==> src/gpm_consts.svh <==
// Register offsets, reset values and field positions of the pin-mux port.
`ifndef GPM_CONSTS_SVH
`define GPM_CONSTS_SVH
// ==========================================================================
// Register byte offsets
`define GPM_OFS_MODE      8'h00
`define GPM_OFS_OTYPE     8'h04
`define GPM_OFS_DRIVE     8'h08
`define GPM_OFS_PULL      8'h0C
`define GPM_OFS_INPUT     8'h10
`define GPM_OFS_LATCH     8'h14
`define GPM_OFS_SETCLR    8'h18
`define GPM_OFS_LOCK      8'h1C
`define GPM_OFS_ALTLO     8'h20
`define GPM_OFS_ALTHI     8'h24
`define GPM_OFS_BITCLR    8'h28
`define GPM_OFS_TOGGLE    8'h2C
`define GPM_OFS_HUGE      8'h3C
// ==========================================================================
// Reset values per port flavour
`define GPM_MODE_RST_A    32'h2800_0000
`define GPM_MODE_RST_B    32'h0000_0080
`define GPM_DRIVE_RST_B   32'h0000_00C0
`define GPM_PULL_RST_A    32'h2400_0000
`define GPM_ZERO_RST      32'h0000_0000
// ==========================================================================
// Field positions
`define GPM_LOCK_SEQ_BIT  16
`define GPM_CLR_LSB       16
// ==========================================================================
// Port flavour codes
`define GPM_PORT_A        2'h0
`define GPM_PORT_B        2'h1
`define GPM_PORT_OTHER    2'h2
// ==========================================================================
// AXI response codes
`define GPM_RESP_OKAY     2'h0
`define GPM_RESP_SLVERR   2'h2
`endif

==> src/gpm_pkg.sv <==
// Types shared by the pin-mux port.
package gpm_pkg;
	// ======================================================================
	// Pin mode codes
	typedef enum logic [1:0] {
		GPM_MODE_INPUT  = 2'h0,
		GPM_MODE_OUTPUT = 2'h1,
		GPM_MODE_ALT    = 2'h2,
		GPM_MODE_ANALOG = 2'h3
	} gpm_mode_t;

	// Lock sequence states, one-hot.
	typedef enum logic [4:0] {
		GPM_LK_IDLE  = 5'h01,
		GPM_LK_ONE   = 5'h02,
		GPM_LK_ZERO  = 5'h04,
		GPM_LK_TWO   = 5'h08,
		GPM_LK_DONE  = 5'h10
	} gpm_lock_t;

	// Per-pin pad controls handed to the pad ring.
	typedef struct packed {
		logic [15:0] out;
		logic [15:0] oe_b;
		logic [15:0] pull_up;
		logic [15:0] pull_down;
		logic [15:0] large_drive;
		logic [15:0] huge_drive;
		logic [15:0] analog;
	} gpm_pad_t;

	// Hardware owner enables, already decoded by their own blocks.
	typedef struct packed {
		logic [15:0] own;
		logic [15:0] out;
		logic [15:0] oe_b;
	} gpm_owner_t;

	// AXI4-Lite answer channels.
	typedef struct packed {
		logic        awready;
		logic        wready;
		logic        bvalid;
		logic [1:0]  bresp;
		logic        arready;
		logic        rvalid;
		logic [31:0] rdata;
		logic [1:0]  rresp;
	} gpm_axi_t;

	// Whole state of the port.
	typedef struct packed {
		gpm_axi_t    axi;
		logic        aw_held;
		logic [7:0]  aw_addr;
		logic        w_held;
		logic [31:0] w_data;
		logic [3:0]  w_strb;
		logic [31:0] mode;
		logic [15:0] otype;
		logic [31:0] drive;
		logic [31:0] pull;
		logic [15:0] latch;
		logic [15:0] lock_mask;
		logic        lock_seq;
		logic        locked;
		gpm_lock_t   lock_st;
		logic [31:0] alt_lo;
		logic [31:0] alt_hi;
		logic [15:0] huge;
		logic [15:0] in_smp;
		gpm_pad_t    pad;
		logic [15:0] alt_sel_valid;
	} gpm_state_t;
endpackage : gpm_pkg

==> src/gpm_port.sv <==
// GPIO port with per-pin configuration, alternate-function mux and lock.
//
// Contract
// - Two-bit mode per pin: input at reset (alternate for pins 13, 14 on port A and pin 3 on port B), output, alternate, analog.
// - Output-type bit per pin: push-pull when 0, open-drain when 1.
// - Drive field: codes x0 and 11 normal, code 01 large.
// - Pull field: 00 none, 01 pull-up, 10 pull-down.
// - Input register read-only, sampled pin levels low half, upper half zero.
// - Output latch, one bit per pin, drives pin level in output mode, resets zero.
// - Set/clear write: low half ones set, high half ones clear latch.
// - Set and clear both one for a pin: set wins.
// - Bit-clear register write: ones clear matching latch bits.
// - Toggle register write-only: ones invert matching latch bits.
// - Lock takes effect only after write 1, write 0, write 1, read.
// - Low mux register: four-bit selectors for pins 0 to 7.
// - High mux register: selectors for pins 8 to 15, reset zero.
// - Huge-drive bit per pin switches to maximum strength when set.
// - Mode reset 0x28000000 port A, 0x00000080 port B, else zero.
// - Drive reset 0x000000C0 port B, zero elsewhere.
// - Pull reset 0x24000000 port A, zero on port B.
// - Registers accept byte, half-word and word accesses.
// - Enabled hardware owner takes pin regardless of its configuration.
// - Oscillator pins handed over by clock-control and backup bits.
// - Power-control wake enables hand their pins to wake inputs.
// - Alternate mode output and enable come from selected peripheral.
// - Each pin connects to exactly one peripheral signal at a time.
`timescale 1ns/1ps
`include "gpm_consts.svh"

module gpm_port #(
	parameter logic [1:0] PORT_KIND = `GPM_PORT_A,
	parameter int         PINS      = 16
) (
	input  wire logic                  clk,
	input  wire logic                  rst_b,
	input  wire logic [7:0]            s_axi_awaddr,
	input  wire logic                  s_axi_awvalid,
	output logic                       s_axi_awready,
	input  wire logic [31:0]           s_axi_wdata,
	input  wire logic [3:0]            s_axi_wstrb,
	input  wire logic                  s_axi_wvalid,
	output logic                       s_axi_wready,
	output logic [1:0]                 s_axi_bresp,
	output logic                       s_axi_bvalid,
	input  wire logic                  s_axi_bready,
	input  wire logic [7:0]            s_axi_araddr,
	input  wire logic                  s_axi_arvalid,
	output logic                       s_axi_arready,
	output logic [31:0]                s_axi_rdata,
	output logic [1:0]                 s_axi_rresp,
	output logic                       s_axi_rvalid,
	input  wire logic                  s_axi_rready,
	input  wire logic [15:0]           pin_in,
	input  wire logic [16*PINS-1:0]    periph_out,
	input  wire logic [16*PINS-1:0]    periph_oe_b,
	input  wire gpm_pkg::gpm_owner_t   owner,
	output logic [15:0]                pin_out,
	output logic [15:0]                pin_oe_b,
	output logic [15:0]                pin_pull_up,
	output logic [15:0]                pin_pull_down,
	output logic [15:0]                pin_large_drive,
	output logic [15:0]                pin_huge_drive,
	output logic [15:0]                pin_analog,
	output logic [15:0]                alt_in_valid,
	output logic                       config_locked
);
	// ======================================================================
	// Reset values chosen by port flavour
	localparam logic [31:0] MODE_RST  = (PORT_KIND == `GPM_PORT_A) ? `GPM_MODE_RST_A :
		(PORT_KIND == `GPM_PORT_B) ? `GPM_MODE_RST_B : `GPM_ZERO_RST;
	localparam logic [31:0] DRIVE_RST = (PORT_KIND == `GPM_PORT_B) ?
		`GPM_DRIVE_RST_B : `GPM_ZERO_RST;
	localparam logic [31:0] PULL_RST  = (PORT_KIND == `GPM_PORT_A) ?
		`GPM_PULL_RST_A : `GPM_ZERO_RST;

	gpm_pkg::gpm_state_t s_r;
	gpm_pkg::gpm_state_t s_nxt;

	logic [31:0] wmask;
	logic [31:0] wd;
	logic [31:0] rd_val;
	logic        rd_hit;
	logic        wr_hit;
	logic        do_wr;
	logic        do_rd;
	logic        lk_abort;
	logic [15:0] cfg_ok;
	logic [31:0] cfg2_ok;
	logic [31:0] cfg4_lo;
	logic [31:0] cfg4_hi;
	logic [15:0] alt_out;
	logic [15:0] alt_oe_b;

	// ======================================================================
	// Alternate-function mux: one peripheral signal per pin
	genvar g;
	generate
		for (g = 0; g < 16; g++) begin : g_pin
			logic [3:0] sel;
			assign sel = (g < 8) ? s_r.alt_lo[4*(g%8)+:4] : s_r.alt_hi[4*(g%8)+:4];
			assign alt_out[g]  = periph_out[16*g + int'(sel)];
			assign alt_oe_b[g] = periph_oe_b[16*g + int'(sel)];
			assign cfg_ok[g]  = !(s_r.locked && s_r.lock_mask[g]);
			assign cfg2_ok[2*g+:2] = {2{cfg_ok[g]}};
			// Each nibble has one driver: the low mux guards pins 0 to 7, the high one 8 to 15.
			if (g < 8) begin : g_lo
				assign cfg4_lo[4*g+:4] = {4{cfg_ok[g]}};
			end else begin : g_hi
				assign cfg4_hi[4*(g-8)+:4] = {4{cfg_ok[g]}};
			end
		end
	endgenerate

	// ======================================================================
	// Next-state logic
	always_comb begin
		s_nxt = s_r;
		// Byte lanes turn into a bit mask so narrow writes touch only their lanes.
		wmask = {{8{s_r.w_strb[3]}}, {8{s_r.w_strb[2]}},
			{8{s_r.w_strb[1]}}, {8{s_r.w_strb[0]}}};
		wd = s_r.w_data & wmask;
		do_wr = s_r.aw_held && s_r.w_held && !s_r.axi.bvalid;
		do_rd = s_axi_arvalid && s_r.axi.arready;
		wr_hit = 1'b1;
		rd_hit = 1'b1;
		rd_val = 32'h0000_0000;
		lk_abort = 1'b0;

		// Address and data are captured independently, in either order.
		s_nxt.axi.awready = !s_r.aw_held && !s_nxt.aw_held;
		if (s_axi_awvalid && s_r.axi.awready) begin
			s_nxt.aw_held = 1'b1;
			s_nxt.aw_addr = s_axi_awaddr;
		end
		if (s_axi_wvalid && s_r.axi.wready) begin
			s_nxt.w_held = 1'b1;
			s_nxt.w_data = s_axi_wdata;
			s_nxt.w_strb = s_axi_wstrb;
		end

		if (do_wr) begin
			case ({s_r.aw_addr[7:2], 2'h0})
				`GPM_OFS_MODE: s_nxt.mode = (s_r.mode & ~(wmask & cfg2_ok))
					| (wd & cfg2_ok);
				`GPM_OFS_OTYPE: s_nxt.otype = (s_r.otype & ~(wmask[15:0] & cfg_ok))
					| (wd[15:0] & cfg_ok);
				`GPM_OFS_DRIVE: s_nxt.drive = (s_r.drive & ~(wmask & cfg2_ok))
					| (wd & cfg2_ok);
				`GPM_OFS_PULL: s_nxt.pull = (s_r.pull & ~(wmask & cfg2_ok))
					| (wd & cfg2_ok);
				`GPM_OFS_INPUT: wr_hit = 1'b1;
				`GPM_OFS_LATCH: s_nxt.latch = (s_r.latch & ~wmask[15:0]) | wd[15:0];
				`GPM_OFS_SETCLR: s_nxt.latch = (s_r.latch & ~wd[31:`GPM_CLR_LSB])
					| wd[15:0];
				`GPM_OFS_LOCK: begin
					if (!s_r.locked) begin
						lk_abort = wmask[15:0] != 16'h0000 && s_r.lock_st != gpm_pkg::GPM_LK_IDLE
							&& (wd[15:0] | (s_r.lock_mask & ~wmask[15:0])) != s_r.lock_mask;
						if (lk_abort) begin
							// A changed mask aborts the sequence; this same write may open a new one.
							s_nxt.lock_st = gpm_pkg::GPM_LK_IDLE;
						end
						s_nxt.lock_mask = (s_r.lock_mask & ~wmask[15:0]) | wd[15:0];
						if (wmask[`GPM_LOCK_SEQ_BIT]) begin
							s_nxt.lock_seq = wd[`GPM_LOCK_SEQ_BIT];
							case (lk_abort ? gpm_pkg::GPM_LK_IDLE : s_r.lock_st)
								gpm_pkg::GPM_LK_IDLE: s_nxt.lock_st = wd[`GPM_LOCK_SEQ_BIT] ?
									gpm_pkg::GPM_LK_ONE : gpm_pkg::GPM_LK_IDLE;
								gpm_pkg::GPM_LK_ONE: s_nxt.lock_st = wd[`GPM_LOCK_SEQ_BIT] ?
									gpm_pkg::GPM_LK_ONE : gpm_pkg::GPM_LK_ZERO;
								gpm_pkg::GPM_LK_ZERO: s_nxt.lock_st = wd[`GPM_LOCK_SEQ_BIT] ?
									gpm_pkg::GPM_LK_TWO : gpm_pkg::GPM_LK_IDLE;
								default: s_nxt.lock_st = wd[`GPM_LOCK_SEQ_BIT] ?
									gpm_pkg::GPM_LK_ONE : gpm_pkg::GPM_LK_IDLE;
							endcase
						end
					end
				end
				`GPM_OFS_ALTLO: s_nxt.alt_lo = (s_r.alt_lo & ~(wmask & cfg4_lo))
					| (wd & cfg4_lo);
				`GPM_OFS_ALTHI: s_nxt.alt_hi = (s_r.alt_hi & ~(wmask & cfg4_hi))
					| (wd & cfg4_hi);
				`GPM_OFS_BITCLR: s_nxt.latch = s_r.latch & ~wd[15:0];
				`GPM_OFS_TOGGLE: s_nxt.latch = s_r.latch ^ wd[15:0];
				`GPM_OFS_HUGE: s_nxt.huge = (s_r.huge & ~(wmask[15:0] & cfg_ok))
					| (wd[15:0] & cfg_ok);
				default: wr_hit = 1'b0;
			endcase
			s_nxt.aw_held = 1'b0;
			s_nxt.w_held = 1'b0;
			s_nxt.axi.bvalid = 1'b1;
			s_nxt.axi.bresp = wr_hit ? `GPM_RESP_OKAY : `GPM_RESP_SLVERR;
		end else if (s_r.axi.bvalid && s_axi_bready) begin
			s_nxt.axi.bvalid = 1'b0;
		end
		s_nxt.axi.awready = !s_nxt.aw_held;
		s_nxt.axi.wready = !s_nxt.w_held;

		// Read path: one outstanding read, answered one cycle after acceptance.
		case ({s_araddr_word(s_axi_araddr), 2'h0})
			`GPM_OFS_MODE:   rd_val = s_r.mode;
			`GPM_OFS_OTYPE:  rd_val = {16'h0000, s_r.otype};
			`GPM_OFS_DRIVE:  rd_val = s_r.drive;
			`GPM_OFS_PULL:   rd_val = s_r.pull;
			`GPM_OFS_INPUT:  rd_val = {16'h0000, s_r.in_smp};
			`GPM_OFS_LATCH:  rd_val = {16'h0000, s_r.latch};
			`GPM_OFS_SETCLR: rd_val = 32'h0000_0000;
			`GPM_OFS_LOCK:   rd_val = {15'h0000, s_r.lock_seq, s_r.lock_mask};
			`GPM_OFS_ALTLO:  rd_val = s_r.alt_lo;
			`GPM_OFS_ALTHI:  rd_val = s_r.alt_hi;
			`GPM_OFS_BITCLR: rd_val = 32'h0000_0000;
			`GPM_OFS_TOGGLE: rd_val = 32'h0000_0000;
			`GPM_OFS_HUGE:   rd_val = {16'h0000, s_r.huge};
			default:         rd_hit = 1'b0;
		endcase
		if (do_rd) begin
			s_nxt.axi.rvalid = 1'b1;
			s_nxt.axi.rdata = rd_val;
			s_nxt.axi.rresp = rd_hit ? `GPM_RESP_OKAY : `GPM_RESP_SLVERR;
			// The read that closes the sequence is what arms the lock.
			if ({s_araddr_word(s_axi_araddr), 2'h0} == `GPM_OFS_LOCK
				&& s_r.lock_st == gpm_pkg::GPM_LK_TWO && !do_wr) begin
				s_nxt.lock_st = gpm_pkg::GPM_LK_DONE;
				s_nxt.locked = 1'b1;
			end
		end else if (s_r.axi.rvalid && s_axi_rready) begin
			s_nxt.axi.rvalid = 1'b0;
		end
		s_nxt.axi.arready = !s_nxt.axi.rvalid && !do_rd;

		s_nxt.in_smp = pin_in;

		// Pad drive: GPIO, alternate function, then hardware owners on top.
		for (int p = 0; p < 16; p++) begin
			s_nxt.alt_sel_valid[p] = (s_r.mode[2*p+:2] == gpm_pkg::GPM_MODE_ALT)
				|| (s_r.mode[2*p+:2] == gpm_pkg::GPM_MODE_INPUT);
			s_nxt.pad.analog[p] = (s_r.mode[2*p+:2] == gpm_pkg::GPM_MODE_ANALOG);
			case (s_r.mode[2*p+:2])
				gpm_pkg::GPM_MODE_OUTPUT: begin
					s_nxt.pad.out[p] = s_r.latch[p];
					// Open-drain releases the pin on a high bit.
					s_nxt.pad.oe_b[p] = s_r.otype[p] && s_r.latch[p];
				end
				gpm_pkg::GPM_MODE_ALT: begin
					s_nxt.pad.out[p] = alt_out[p];
					s_nxt.pad.oe_b[p] = alt_oe_b[p] || (s_r.otype[p] && alt_out[p]);
				end
				default: begin
					s_nxt.pad.out[p] = 1'b0;
					s_nxt.pad.oe_b[p] = 1'b1;
				end
			endcase
			s_nxt.pad.pull_up[p] = (s_r.pull[2*p+:2] == 2'h1);
			s_nxt.pad.pull_down[p] = (s_r.pull[2*p+:2] == 2'h2);
			s_nxt.pad.large_drive[p] = (s_r.drive[2*p+:2] == 2'h1);
			s_nxt.pad.huge_drive[p] = s_r.huge[p];
			if (owner.own[p]) begin
				// Owner wake, tamper, RTC or oscillator decode sits outside.
				s_nxt.pad.out[p] = owner.out[p];
				s_nxt.pad.oe_b[p] = owner.oe_b[p];
				s_nxt.pad.pull_up[p] = 1'b0;
				s_nxt.pad.pull_down[p] = 1'b0;
				s_nxt.pad.analog[p] = 1'b0;
				s_nxt.alt_sel_valid[p] = 1'b0;
			end
		end
	end

	function automatic logic [5:0] s_araddr_word(input logic [7:0] a);
		return a[7:2];
	endfunction : s_araddr_word

	// ======================================================================
	// State register
	always_ff @(posedge clk) begin
		if (!rst_b) begin
			s_r <= '0;
			s_r.axi.awready <= 1'b1;
			s_r.axi.wready <= 1'b1;
			s_r.axi.arready <= 1'b1;
			s_r.mode <= MODE_RST;
			s_r.drive <= DRIVE_RST;
			s_r.pull <= PULL_RST;
			s_r.lock_st <= gpm_pkg::GPM_LK_IDLE;
			s_r.pad.oe_b <= 16'hFFFF;
		end else begin
			s_r <= s_nxt;
		end
	end

	assign s_axi_awready   = s_r.axi.awready;
	assign s_axi_wready    = s_r.axi.wready;
	assign s_axi_bvalid    = s_r.axi.bvalid;
	assign s_axi_bresp     = s_r.axi.bresp;
	assign s_axi_arready   = s_r.axi.arready;
	assign s_axi_rvalid    = s_r.axi.rvalid;
	assign s_axi_rdata     = s_r.axi.rdata;
	assign s_axi_rresp     = s_r.axi.rresp;
	assign pin_out         = s_r.pad.out;
	assign pin_oe_b        = s_r.pad.oe_b;
	assign pin_pull_up     = s_r.pad.pull_up;
	assign pin_pull_down   = s_r.pad.pull_down;
	assign pin_large_drive = s_r.pad.large_drive;
	assign pin_huge_drive  = s_r.pad.huge_drive;
	assign pin_analog      = s_r.pad.analog;
	assign alt_in_valid    = s_r.alt_sel_valid;
	assign config_locked   = s_r.locked;
endmodule : gpm_port

==> config.mk <==
export PLATFORM = sky130hd
export DESIGN_NAME = gpm_port
export DESIGN_NICKNAME = d
export VERILOG_FILES = /design/src/gpm_pkg.sv /design/src/gpm_port.sv
export VERILOG_INCLUDE_DIRS = /design/src
export SDC_FILE = /design/constraint.sdc
export NUM_CORES = 1
export LEC_CHECK = 0
export BUFFER_PORTS_ARGS = -buffer_cell sky130_fd_sc_hd__clkbuf_2
export CORE_AREA = 5 5 309 311
export DETAILED_ROUTE_END_ITERATION = 6
export DIE_AREA = 0 0 314 316
export GPL_ROUTABILITY_DRIVEN = 0
export MAX_ROUTING_LAYER = met4
export PLACE_DENSITY = 0.57
export SLEW_MARGIN = 20
export SYNTH_ARGS = -nofsm -noshare
export SYNTH_HDL_FRONTEND = slang
export SYNTH_SLANG_ARGS = --single-unit
==> constraint.sdc <==
create_clock -name clk -period 2.9 [get_ports clk]
set_input_delay 0 -clock clk [delete_from_list [all_inputs] [get_ports clk]]
set_output_delay 0 -clock clk [all_outputs]
set_load 0.02 [all_outputs]
Yosys cells after proc, flatten, opt, wreduce, memory -nomap -nowiden
Cells that the tools add are included.
{"block": "classes", "n_reduce_logical": 164, "add_sub_neg": 15, "bitwise": 40, "n_mux": 187, "n_lt_le_gt_ge": 16, "eq_ne": 125}
{"operator": "32-bit AND", "count": 12}
{"operator": "32-bit case mux with 10 select lines", "count": 1}
{"operator": "1-bit binary-select mux with 8-bit select", "count": 30}
{"operator": "32-bit OR", "count": 5}
{"operator": "16-bit AND", "count": 8}
{"operator": "1-bit two-way mux", "count": 103}
{"operator": "2-bit by 1-bit equality test with 1-bit output, second input constant", "count": 48}
{"operator": "2-bit equality test, second input constant", "count": 48}
{"operator": "32-bit inverter", "count": 3}
{"operator": "85-bit two-way mux", "count": 1}
{"operator": "16-bit OR", "count": 5}
{"operator": "8-bit by 4-bit adder with 9-bit output, first input constant", "count": 8}
{"operator": "9-bit less-than comparator, second input constant", "count": 8}
{"operator": "32-bit two-way mux", "count": 2}
{"operator": "16-bit inverter", "count": 4}
{"operator": "1-bit case mux with 2 select lines", "count": 32}
{"operator": "16-bit case mux with 4 select lines", "count": 1}
{"operator": "6-bit by 4-bit equality test with 1-bit output, second input constant", "count": 10}
{"operator": "1-bit logical AND", "count": 60}
{"operator": "6-bit by 3-bit equality test with 1-bit output, second input constant", "count": 8}
{"operator": "37-bit two-way mux", "count": 1}
{"operator": "8-bit by 9-bit less-than comparator with 1-bit output, second input constant", "count": 4}
{"operator": "7-bit by 4-bit adder with 8-bit output, first input constant", "count": 4}
{"operator": "2-bit zero test", "count": 16}
{"operator": "other kinds (33)", "count": 125}
{"block": "totals", "word_cells": 641, "reg_bits": 462}

Logic depth before layout (Yosys ltp)
{"block": "depth", "depth_word": 14, "depth_mapped": 10, "mapped_depth_nobuf": 7}

Least setup slack after synthesis
Ideal clock, no wire load.
{"block": "synth_timing", "path_type": "register -> register", "start": "reg s_r (netlist bit s_axi_bvalid)", "end": "reg s_r[226] (netlist bit)", "path_stages_with_launch": 6, "setup_slack_ps": 679, "required_ps": 2830, "n_path_buf": 0, "arrival_time_ps": 2151, "cell_sequence": "dfxtp_1 -> nand3b_1 -> or3_4 -> or4_1 -> or4b_1 -> a21oi_1"}
{"block": "synth_via", "elab_chain_cells": 6, "word_cells_on_any_way": 7}
{"item": "from (decl)", "line": "gpm_port.sv:76", "source": "gpm_pkg::gpm_state_t s_r;"}
{"item": "from (signal assigned)", "line": "gpm_port.sv:287", "source": "s_r <= s_nxt;"}
{"item": "1-bit zero test (*)", "line": "gpm_port.sv:122", "source": "do_wr = s_r.aw_held && s_r.w_held && !s_r.axi.bvalid;"}
{"item": "1-bit logical AND (*)", "line": "gpm_port.sv:122"}
{"item": "1-bit zero test", "line": "gpm_port.sv:222", "source": "&& s_r.lock_st == gpm_pkg::GPM_LK_TWO && !do_wr) begin"}
{"item": "1-bit logical AND", "line": "gpm_port.sv:221", "source": "if ({s_araddr_word(s_axi_araddr), 2'h0} == `GPM_OFS_LOCK"}
{"item": "5-bit two-way mux", "line": "gpm_port.sv:221"}
{"item": "5-bit two-way mux (*)", "line": "gpm_port.sv:216", "source": "if (do_rd) begin"}
Mark *: on every way between the ends. The rest lies on a longest branch, timed or not.
A chain may end at the register's enable or synchronous reset.

Final worst setup path
{"block": "layout_timing", "start": "reg s_r (netlist bit g_pin[5].sel[0])", "end": "reg s_r (netlist bit pin_oe_b[5])"}
{"block": "layout_via", "elab_chain_cells": 8, "word_cells_on_any_way": 11}
{"item": "7-bit by 4-bit adder with 8-bit output (*)", "line": "gpm_port.sv:101, gpm_port.sv:102"}
{"item": "1-bit binary-select mux with 8-bit select", "line": "gpm_port.sv:101", "source": "assign alt_out[g] = periph_out[16*g + int'(sel)];"}
{"item": "1-bit two-way mux (implied by the code) (2 in a row)", "line": "gpm_port.sv:101"}
{"item": "1-bit logical AND", "line": "gpm_port.sv:246", "source": "s_nxt.pad.oe_b[p] = alt_oe_b[p] || (s_r.otype[p] && alt_out[p]);"}
{"item": "1-bit logical OR (*)", "line": "gpm_port.sv:246"}
{"item": "1-bit case mux with 2 select lines (*)", "line": "gpm_port.sv:238", "source": "case (s_r.mode[2*p+:2])"}
{"item": "1-bit two-way mux (*)", "line": "gpm_port.sv:257", "source": "if (owner.own[p]) begin"}
Mark *: on every way between the ends. The rest lies on a longest branch, timed or not. The select of a mux whose other input is x is not followed.

==> results.ini <==
[run_status]
status = finished, final reports clean

[sta]
tightest_slew_ns = 1.14
tns_ns = 0
maxSlewHeadroom_pct = 24.1
fin_crit_sh_pct = 97.2
rsz0062_at_grt = no
fmax_mhz = 355
min_period_ns = 2.82
finClkSkew_ns = 0.0255
setup_viol_count_final = 0
report.final.hold_viol_count = 0
slew_violations = 0

[critical_path]
required_ns = 3.39
cp_cell_sequence = buf_4 > mux4_2 > mux4_2 > a22oi_1 > o21ai_0 > o21a_1 > dlygate4sd3_1
worstSetupEndpointType = flip-flop
rr_startpoint = g_pin[5].sel[0]$_SDFFE_PN0P_
worstPathArrival_ns = 3.31
critPathMaxFanout = 10
crit_type = flip-flop to flip-flop
r2r_cells = 7
worstSetupStartpointType = flip-flop
worst_path_most_repeated_cell = mux4_2
max_stage_delay_ns = 0.59
crit_path_top_delay_cell = mux4_2
setup.worst_path.start = g_pin[5].sel[0]$_SDFFE_PN0P_

[power]
combPwrFrac_pct = 11.3
power_switching_mw = 3.85
p_leak_nw = 13.9
power.density_mw_per_mm2 = 454
total_power_mw = 15.1
clock_power_share_pct = 45.5
p_int_mw = 11.2
seqPwrFrac_pct = 43.2
ir_drop_mv = 0.440
p_sw_share_pct = 25.5

[floorplan]
die_height_microns = 316
num_rows = 112
die_area_sq_mm = 0.0992
core_sq_mm = 0.0925
die_x_microns = 314
initial_core_util_pct = 27.4
io-pin-count = 805

[synthesis]
synthCells = 2596
synth_seq_cells = 458
syn-cell-area_sq_mm = 0.0253
synthArstFlopShare_pct = 0
synth_edf_count = 0
syn_avg_cell_area_sq_um = 9.75
yosysWarnings = 0
ys.flop_type = dfxtp_1
ys_types = 65
synth_seq_area_share_pct = 36.2

[cts]
tritoncts = built
postCtsSetupRepairBufs = 0
cts-root-buf = clkbuf_16
h-tree-depth = 2
clock_latency_ns = 0.62
path_clk_slew_ns = 0.06
tritoncts_num_sinks = 458
clockBufferDepth = 3
cts_buffers = 53

[grt]
antenna_found_initial = 28
grt_pass1_wl_mm = 160
grt_use_total_pct = 22.3
grt_max_degree = 107
grt_pass1_vias = 22800
gr-total-overflow = 0

[final_layout]
fin_nets = 4071
syn2layout_area_growth_pct = 31.2
final_cell_mix = clkbuf_2 (797), dfxtp_1 (449), nand2_1 (277), dlygate4sd3_1 (172), mux2i_1 (164)
instances_no_fill = 4619
largest_register = s_r
largest_reg_flops = 210
design_area_sq_mm = 0.0332
final_common_cell = clkbuf_2
drive_above_1_share_pct = 34.0

[drt]
drt_first_pass_iters = 6
drtIter0Drc = 1792
drc = 0
vias_per_cell = 5.04
routedWlPerCell_microns = 24.8
wl_mm = 115
num_vias = 23300
detail-route-antenna-nets = 0

[placement]
port_buffers = 798
place_area_sq_mm = 0.0297
place_inst = 4326
place_hpwl_mm = 89.8

[worst_hold_path]
worstHoldStart = s_axi_awvalid
hold_path_class = primary input to flip-flop
hold_depth = 4

[job]
drv_cap = 0

==> power by group through the flow <==
stage                     Clock, mW  Combinational (mW)  Sequential (mW)
after floorplan                   0               0.760             6.60
after CTS                      7.02                1.71             6.51
final                          6.86                1.71             6.51
after detailed placement          0                1.51             6.65
after global placement            0                1.49             6.65
after global routing           7.27                1.84             6.52
==> layer usage <==
metal | up-vias | global-route usage (%) | routed length (microns)
li1 | 10800 | - | -
met1 | 11400 | 29.1 | 49600
met2 | 949 | 35.3 | 53000
met3 | 121 | 5.72 | 9210
met4 | 0 | 4.89 | 2690
met5 | - | - | 0
==> through the flow <==
step	util, %	hold slack, ns	worst slack (ns)
global placement	32.1	0.209	0.483
finish	35.9	0.0567	0.0805
floorplan	-	0.124	0.679
detailed placement	32.1	0.211	0.437
CTS	35.8	0.0158	0.0208
global route	35.9	0.107	0.0182
==> kinds of logic after synthesis <==
| logic type | count (synthesis) | synth area share (%) |
|---|---|---|
| compound gates | 447 | 12.7 |
| xor+xnor | 17 | 0.588 |
| fa+ha+maj | 80 | 3.95 |
| buf+inv | 414 | 8.66 |
| flops | 458 | 36.2 |
| mux | 324 | 20.3 |
| other cells | 1 | 0.0148 |
| simple gates | 855 | 17.6 |
==> critical path: cells and delay by family, from the launching register on <==
family	cells	cell delay (ns)
mux	2	1.13
compound gates	3	0.48
flops	1	0.30
buf+inv	2	0.77
==> worst paths after layout <==
check,endpoint,slack [ns]
setup / recovery,pin_oe_b[5]$_SDFF_PN1_,0.08
hold / removal,s_r[420]$_SDFF_PN0_,0.06
setup reg to reg,pin_oe_b[5]$_SDFF_PN1_,0.08
hold reg to reg,s_axi_rdata[8]$_SDFFE_PN0P_,0.48
==> cell type report <==
cell class                      instances  area (sq um)
Timing Repair Buffer                 1051          6410
Clock inverter                         17           200
Fill cell                            9455         59300
Clock buffer                           78          1550
Tap cell                             1197          1500
Multi-Input combinational cell       1725         14000
Antenna cell                           26          65.1
Inverter                               67           251
Sequential cell                       458          9180
==> timing repair <==
item | 4_1_cts | 5_1_grt
hold endpoints to repair | 192 | 0
setup endpoints to repair | 0 | 11
resized for setup | 0 | 8
hold buffers | 172 | 0
==> cells in the mapped netlist (4+ instances only) <==
master     number  area (sq um)
clkbuf_1      143           537
o21ai_0        65           325
o21a_1         12          90.1
nor3b_1        35           263
o2111ai_1       5          43.8
nand3_1       132           661
buf_1          23          86.3
mux2i_1       164          1640
mux2_2         10           113
nand3b_1       13          97.6
a21boi_0      110           826
dfxtp_1       458          9170
a221o_1         7          70.1
a32oi_1         7          61.3
buf_4         164          1230
a222oi_1       17           170
and2_1         41           257
nand2b_1       32           200
and2_0          4          25.0
nor3_1         12          60.1
a21boi_1        4          30.0
buf_2          17          85.1
a31oi_1         5          31.3
inv_1          67           251
nor2_1         68           255
nand4_1        39           244
a221oi_1       32           280
nor2b_1       163          1020
xnor2_1        16           140
a22o_1         33           289
a21oi_1        63           315
mux4_2        150          3380
ha_1           80          1000
a22oi_1        59           443
o211ai_1        9          67.6
and3b_1        19           166
nand2_1       278          1040
Note: power is estimated with default switching activity, not from simulation.
